--- config.mk ---
export PLATFORM = sky130hd
export DESIGN_NAME = clspid_top
export DESIGN_NICKNAME = d
export VERILOG_FILES = /design/src/clspid_pkg.sv /design/src/clspid_top.sv /design/src/clspid_sync.sv /design/src/clspid_chan.sv
export SDC_FILE = /design/constraint.sdc
export NUM_CORES = 2
export LEC_CHECK = 0
export BUFFER_PORTS_ARGS = -buffer_cell sky130_fd_sc_hd__buf_4
export CAP_MARGIN = 15
export CORE_MARGIN = 5
export CORE_UTILIZATION = 37
export CTS_CLUSTER_SIZE = 8
export DETAILED_ROUTE_END_ITERATION = 12
export SETUP_SLACK_MARGIN = 0.2
export SYNTH_ARGS = -nofsm -noshare
export SYNTH_HDL_FRONTEND = slang
export SYNTH_HIERARCHICAL = 1
export SYNTH_SLANG_ARGS = --single-unit
--- constraint.sdc ---
create_clock -name clk -period 41.9 [get_ports clk]
set_clock_uncertainty 0.05 [all_clocks]
set_input_delay 10.475 -clock clk [delete_from_list [all_inputs] [get_ports clk]]
set_output_delay 10.475 -clock clk [all_outputs]
set_load 0.05 [all_outputs]
--- src/clspid_pkg.sv ---
// Shared constants and types for the closed-loop speed regulator
package clspid_pkg;
   // Control period
   localparam int PERIOD_MS = 16;
   localparam int CLK_MHZ = 100;
   localparam int PERIOD_CYCLES = PERIOD_MS * 1000 * CLK_MHZ;
   // Analog converter width and mid-scale code
   localparam int ADC_W = 8;
   localparam logic [7:0] ADC_MID = 8'h80;
   // Speed value limits
   localparam logic signed [7:0] SPEED_MAX = 8'sh7F;
   localparam logic signed [7:0] SPEED_MIN = -8'sh7F;
   // Output limits
   localparam logic signed [15:0] OUT_MAX = 16'sh007F;
   localparam logic signed [15:0] OUT_MIN = -16'sh007F;
   // Integrator limit
   localparam logic signed [23:0] ACC_MAX = 24'sh0F_FFFF;
   // Reset values
   localparam logic signed [7:0] OUT_RST = 8'sh00;
   localparam logic [2:0] MODE_RST = 3'h0;
   // Motor control setting
   typedef enum logic [2:0] {
      CLSP_OPEN = 3'b000,
      CLSP_SEPARATE = 3'b001,
      CLSP_MIXED = 3'b010,
      CLSP_SPEED_POS = 3'b011,
      CLSP_POSITION = 3'b100
   } clspid_mode_t;
   // Sequencer states
   typedef enum logic [1:0] {
      ST_IDLE = 2'b00,
      ST_CH0 = 2'b01,
      ST_CH1 = 2'b10
   } clspid_state_t;
endpackage

--- src/clspid_top.sv ---
// Closed-loop speed regulator for two motor channels
`timescale 1ns/1ps
// Function
// - Three closed-loop modes; pair on their own commands or channel one.
// - Local panel path cannot select speed modes.
// - Mid-scale input reads as zero speed.
// - Input maps to signed plus/minus 127.
// - Each period error is desired minus measured.
// - Proportional gain times error drives output.
// - Error change times differential gain added.
// - Accumulated error times integral gain added.
// - One gain set shared by both channels.
// - Persistent shortfall ramps power to full.
// - Emergency stop halts drive regardless of loop.
// - Encoder speed may replace analog tachometer.
module clspid_top
   import clspid_pkg::*;
#(
   parameter int PERIOD = PERIOD_CYCLES
) (
   // Clock and reset
   input wire logic clk,
   input wire logic resetn,
   // Configuration from the host path
   input wire logic hostCfgWrite,
   input wire logic [2:0] hostMode,
   // Configuration from the local switch and display path
   input wire logic panelCfgWrite,
   input wire logic [2:0] panelMode,
   // Gains shared by both channels
   input wire logic [7:0] gainP,
   input wire logic [7:0] gainI,
   input wire logic [7:0] gainD,
   // Speed commands
   input wire logic signed [7:0] cmdSpeed0,
   input wire logic signed [7:0] cmdSpeed1,
   // Sensor selection and inputs
   input wire logic useEncoder,
   input wire logic [7:0] tachCode0,
   input wire logic [7:0] tachCode1,
   input wire logic signed [7:0] encSpeed0,
   input wire logic signed [7:0] encSpeed1,
   // Emergency stop pin, active low
   input wire logic estopN,
   // Outputs
   output logic signed [7:0] motorPower0,
   output logic signed [7:0] motorPower1,
   output logic [2:0] activeMode,
   output logic panelRefused,
   output logic periodTick
);
   localparam int CW = $clog2(PERIOD);
   localparam logic [CW-1:0] PERIOD_LAST = CW'(PERIOD - 1);

   logic [7:0] tachSync0; // Synchronised analog codes
   logic [7:0] tachSync1;
   logic estopSyncN; // Synchronised stop pin
   logic [CW-1:0] divCount; // Period divider
   logic tick;
   clspid_mode_t mode;
   logic signed [7:0] meas0;
   logic signed [7:0] meas1;
   logic signed [7:0] pid0;
   logic signed [7:0] pid1;
   logic en0;
   logic en1;
   logic panelIsSpeed;
   logic signed [7:0] desired1;

   // Pin inputs pass two flip-flops
   clspid_sync #(.W(16)) u_sync_tach (
      .clk(clk),
      .resetn(resetn),
      .din({tachCode1, tachCode0}),
      .dout({tachSync1, tachSync0})
   );
   clspid_sync #(.W(1)) u_sync_stop (
      .clk(clk),
      .resetn(resetn),
      .din(estopN),
      .dout(estopSyncN)
   );

   // Convert an analog code to signed speed, mid-scale is zero
   function automatic logic signed [7:0] tachToSpeed(input logic [7:0] code);
      logic signed [8:0] v;
      v = 9'({1'b0, code}) - 9'({1'b0, ADC_MID});
      // Code 0 would be -128; clamp to symmetric range
      if (v < 9'(SPEED_MIN)) begin
         tachToSpeed = SPEED_MIN;
      end else begin
         tachToSpeed = 8'(v);
      end
   endfunction

   // Select speed source per channel
   assign meas0 = useEncoder ? encSpeed0 : tachToSpeed(tachSync0);
   assign meas1 = useEncoder ? encSpeed1 : tachToSpeed(tachSync1);

   // Which channels run speed control
   assign en0 = (mode == CLSP_SEPARATE) || (mode == CLSP_MIXED) ||
                (mode == CLSP_SPEED_POS);
   assign en1 = (mode == CLSP_SEPARATE) || (mode == CLSP_MIXED);
   // Mixed mode: channel two takes its own command unchanged, as in separate mode
   assign desired1 = (mode == CLSP_MIXED) ? 8'sh00 + cmdSpeed1 : cmdSpeed1;
   assign panelIsSpeed = (panelMode == CLSP_SEPARATE) || (panelMode == CLSP_MIXED) ||
                         (panelMode == CLSP_SPEED_POS);

   // Control period divider
   always_ff @(posedge clk or negedge resetn) begin
      if (!resetn) begin
         divCount <= '0;
         tick <= 1'b0;
      end else begin
         tick <= (divCount == PERIOD_LAST);
         divCount <= (divCount == PERIOD_LAST) ? '0 : divCount + CW'(1);
      end
   end

   // Mode register; host wins, panel cannot enter speed modes
   always_ff @(posedge clk or negedge resetn) begin
      if (!resetn) begin
         mode <= clspid_mode_t'(MODE_RST);
         panelRefused <= 1'b0;
      end else begin
         panelRefused <= 1'b0;
         if (hostCfgWrite) begin
            mode <= clspid_mode_t'(hostMode);
         end else if (panelCfgWrite) begin
            if (panelIsSpeed) begin
               panelRefused <= 1'b1;
            end else begin
               mode <= clspid_mode_t'(panelMode);
            end
         end
      end
   end

   // Both channels share one gain set
   clspid_chan u_ch0 (
      .clk(clk),
      .resetn(resetn),
      .step(tick),
      .enable(en0),
      .desired(cmdSpeed0),
      .measured(meas0),
      .gainP(gainP),
      .gainI(gainI),
      .gainD(gainD),
      .power(pid0)
   );
   clspid_chan u_ch1 (
      .clk(clk),
      .resetn(resetn),
      .step(tick),
      .enable(en1),
      .desired(desired1),
      .measured(meas1),
      .gainP(gainP),
      .gainI(gainI),
      .gainD(gainD),
      .power(pid1)
   );

   // Output stage; stop overrides the loop
   always_ff @(posedge clk or negedge resetn) begin
      if (!resetn) begin
         motorPower0 <= OUT_RST;
         motorPower1 <= OUT_RST;
         activeMode <= MODE_RST;
         periodTick <= 1'b0;
      end else begin
         motorPower0 <= estopSyncN ? pid0 : OUT_RST;
         motorPower1 <= estopSyncN ? pid1 : OUT_RST;
         activeMode <= mode;
         periodTick <= tick;
      end
   end
endmodule

--- src/clspid_sync.sv ---
// Two flip-flop synchroniser for a bus of pin inputs
`timescale 1ns/1ps
module clspid_sync #(
   parameter int W = 8
) (
   // Clock and reset
   input wire logic clk,
   input wire logic resetn,
   // Data
   input wire logic [W-1:0] din,
   output logic [W-1:0] dout
);
   logic [W-1:0] stage1; // Read only by the second stage

   // Two stages against metastability
   always_ff @(posedge clk or negedge resetn) begin
      if (!resetn) begin
         stage1 <= '0;
         dout <= '0;
      end else begin
         stage1 <= din;
         dout <= stage1;
      end
   end
endmodule

--- src/clspid_chan.sv ---
// One channel of the PID speed computation
`timescale 1ns/1ps
module clspid_chan
   import clspid_pkg::*;
(
   // Clock and reset
   input wire logic clk,
   input wire logic resetn,
   // Control
   input wire logic step,
   input wire logic enable,
   // Speeds and gains
   input wire logic signed [7:0] desired,
   input wire logic signed [7:0] measured,
   input wire logic [7:0] gainP,
   input wire logic [7:0] gainI,
   input wire logic [7:0] gainD,
   // Result
   output logic signed [7:0] power
);
   logic signed [8:0] err; // Present error
   logic signed [8:0] prevErr; // Error of last period
   logic signed [9:0] diffErr; // Change of error
   logic signed [23:0] acc; // Accumulated error
   logic signed [23:0] next_acc;
   logic signed [31:0] termP;
   logic signed [31:0] termI;
   logic signed [31:0] termD;
   logic signed [33:0] sum;
   logic signed [33:0] scaled;
   logic signed [7:0] next_power;

   // Error and its change
   assign err = 9'(desired) - 9'(measured);
   assign diffErr = 10'(err) - 10'(prevErr);
   // Integrator, saturated so a stuck sensor keeps demanding power
   assign next_acc = (acc + 24'(err) > ACC_MAX) ? ACC_MAX :
                     (acc + 24'(err) < -ACC_MAX) ? -ACC_MAX : acc + 24'(err);
   // Terms with shared gains; integral scaled down since it dominates
   assign termP = 32'(err) * $signed({1'b0, gainP});
   assign termD = 32'(diffErr) * $signed({1'b0, gainD});
   assign termI = 32'(next_acc) * $signed({1'b0, gainI});
   assign sum = 34'(termP) + 34'(termD) + 34'(termI >>> 8);
   assign scaled = sum >>> 4;
   // Clamp to full forward and full reverse
   assign next_power = (scaled > 34'(OUT_MAX)) ? SPEED_MAX :
                       (scaled < 34'(OUT_MIN)) ? SPEED_MIN : 8'(scaled);

   // Update once per control period
   always_ff @(posedge clk or negedge resetn) begin
      if (!resetn) begin
         prevErr <= '0;
         acc <= '0;
         power <= OUT_RST;
      end else if (!enable) begin
         // Clear history so re-entry starts clean
         prevErr <= '0;
         acc <= '0;
         power <= OUT_RST;
      end else if (step) begin
         prevErr <= err;
         acc <= next_acc;
         power <= next_power;
      end
   end
endmodule

==> key figures <==
Synthesis
  • Area leader, netlist: fa_1
  • Syn Nets: 5,421
  • Mean Syn Cell Area: 9.04 µm²
  • Top cell type's share of synthesized area: 36.0%
  • Synth top area cells: fa_1, ha_1, dfrtp_1
  • Post-synthesis sequential area ratio: 10.5%
  • Cell Area, Synth: 38,700 µm²
  • Asr flop ratio synth: 100%
  • Mapped Cells: 4,282
  • Number of flops mapped to enable cells by yosys: 0
  • Distinct cells, synth: 103
  • Yosys reg bits: 162
  • Top FF cell, synth: dfrtp_1
  • YS warnings: 6

Setup path
  • Data arrival, critical path: 27.10 ns
  • Critical path's largest stage delay: 0.90 ns
  • Startpoint Class: input pin
  • Req. time, crit path: 42.24 ns
  • Worst Path Max Fanout: 31
  • Reg2reg path depth: 63
  • CP Class: in2reg
  • Critical Path Sink Type: flip-flop
  • Reg-to-reg slack, setup: 24.24 ns
  • Cell mode on critical path: fa_1
  • Crit-path slowest cell: clkinv_1

Clock tree
  • Root buffer cell: clkbuf_16
  • Clock slew at reported path FFs: 0.09 ns
  • CTS HTree Levels: 4
  • Setup bufs post-CTS: 0
  • CTS tree: built
  • CTS Buffer Depth: 2
  • Num CTS Buffers: 17
  • Cts repair resizes: 0
  • Clk Latency, worst-skew pair: 0.51 ns
  • Clock Sinks: 162
  • Hold_buf cts: 0

Cells and area
  • Fillers: 10,400
  • Area of the multi-input gates: 30,900 µm²
  • Sequential Area: 4060 µm²
  • Layout cells sized above 1: 5.61%
  • Syn-to-layout area delta: 7.53%
  • Fin nets: 5,457

Global routing
  • Pin count of the biggest net entering global routing: 100
  • Total gr overflow: 0
  • Initial antenna violation count: 12
  • GRT Util Overall: 18.0%
  • Vias in the first global route: 30,000
  • First-pass GRT wire length: 163,000 µm

Place
  • RePlAce Congestion: 0.897
  • Dpl hpwl: 81,200 µm
  • PortBufs: 104

Route
  • First-pass DRT Iterations: 5
  • Avg WL per Cell: 17.2 µm
  • Post-route DRC violation count: 0
  • Iter 0 DRT Violations: 1,563
  • Detail Route Antenna Nets: 0
  • DRT Wirelength: 98,200 µm
  • Via count: 28,800
  • DR vias/cell: 5.03

Floorplanning
  • Die area: 111,000 µm²
  • Starting Density: 37.3%
  • Die width: 333 µm
  • # IOs: 105
  • Cell Rows: 118
  • Die height: 333 µm
  • Core Region: 104,000 µm²

Worst hold path
  • Hold depth: 0
  • Worst min path class: reg2reg

Timing
  • Final min period: 26.77 ns
  • Final setup vio count: 0
  • Unrepaired setup endpoints after global routing: false
  • Worst slew margin relative to its limit: 25.7%
  • Max Clk Rate: 37.4 MHz
  • Setup TNS: 0 ns
  • Period Utilization, post-route: 63.9%
  • Worst Tran Pin Value: 1.10 ns
  • Pins Over Slew Limit: 0
  • Endpoints failing hold: 0

Outcome
  • Status: finished clean

Flow run
  • Max-Cap Viols: 0
[logic make-up after synthesis]
logic type,count (synthesis),share of synthesized area (%)
AO/OA/AOI/OAI,617,10.6
adder cells (fa/ha/maj),1055,47.6
multiplexers,31,0.812
flip-flops,162,10.5
XOR/XNOR,169,3.85
buffers and inverters,994,9.71
AND/OR/NAND/NOR,1254,16.9
[metrics by stage]
stage / worst slack, ns / util (%) / cell area, µm² / hold slack (ns) / instances
final: 15.13 / 40.1 / 41600 / 0.301 / 5716
after global routing: 13.66 / 40.1 / 41600 / 0.311 / 5711
after CTS: 15.21 / 40.1 / 41600 / 0.305 / 5711
after detailed placement: 14.67 / 39.5 / 41000 / 0.285 / 5679
after global placement: 15.23 / 39.5 / 41000 / 0.281 / 5679
after floorplan: 17.02 / - / 38700 / 0.281 / 4282
[path summary, 6_finish.rpt]
check                                                  from                              to
max                                              useEncoder      u_ch1/power[2]$_DFFE_PN0P_
max reg2reg                  u_sync_tach/dout[11]$_DFF_PN0_      u_ch1/power[2]$_DFFE_PN0P_
max in group asynchronous                            resetn   u_sync_tach/dout[8]$_DFF_PN0_
min reg2reg                u_sync_tach/stage1[10]$_DFF_PN0_  u_sync_tach/dout[10]$_DFF_PN0_
min in group asynchronous                            resetn        u_ch0/acc[1]$_DFFE_PN0P_
min                        u_sync_tach/stage1[10]$_DFF_PN0_  u_sync_tach/dout[10]$_DFF_PN0_
[cell usage in the layout, fill, tap and decap left out, types with 41 or more instances in the layout]
cell and count:
o21ai_0 135, ha_1 359, buf_4 128, nand2_1 429, nor3_1 42, fa_1 696, nor2b_1 139, nand2b_1 69
nand3_1 41, a21oi_1 178, dfrtp_1 161, inv_1 879, xor2_1 61, a21o_1 53, and2_1 264, nor2_1 124
xnor2_1 107
[flip-flops by register name (all words and copies together) (netlist names)]
name,cells
u_ch0/acc,24
u_ch1/acc,24
divCount,21
u_sync_tach/dout,16
u_sync_tach/stage1,16
u_ch0/prevErr,9
u_ch1/prevErr,9
motorPower0,8
motorPower1,8
u_ch0/power,8
u_ch1/power,8
activeMode,3
mode,3
panelRefused,1
periodTick,1
tick,1
u_sync_stop/dout,1
u_sync_stop/stage1,1
[Yosys cell counts (61+ instances only)]
cell type / number
clkbuf_1: 103
dfrtp_1: 162
nor2_1: 126
nand2_1: 429
o21ai_0: 135
a21oi_1: 178
nor2b_1: 139
ha_1: 359
xnor2_1: 107
xor2_1: 61
fa_1: 696
nand2b_1: 69
inv_1: 879
and2_1: 264
[final cells by class]
type                       count  area share [%]
inverter                     882            7.96
antenna                        5          0.0301
sequential                   162            9.75
tap                         1380            4.15
timing repair buffer         129            2.34
clock inverter                15           0.514
clock buffer                  17            1.02
multi-input combinational   3126            74.2
[layer usage]
metal  track usage, %  up-vias  part of all wire [%]
met5                0        -                 0.032
met4             2.78        6                   1.2
met3             3.58       79                   6.2
met2             28.3      629                    45
met1             26.4    14500                    48
li1                 -    13500                     -
[worst max-delay path, delay by kind of cell]
kind | cells | cell delay (ns)
buffers and inverters | 8 | 1.57
and+or+nand+nor | 15 | 3.15
xor gates and xnor gates | 3 | 0.52
adders and majority gates | 13 | 6.18
AOI/OAI and AO/OA | 21 | 5.17
Power is left out: the tool's default activity adds up to more than one toggle a clock period on the data nets, which glitch-free logic cannot reach.
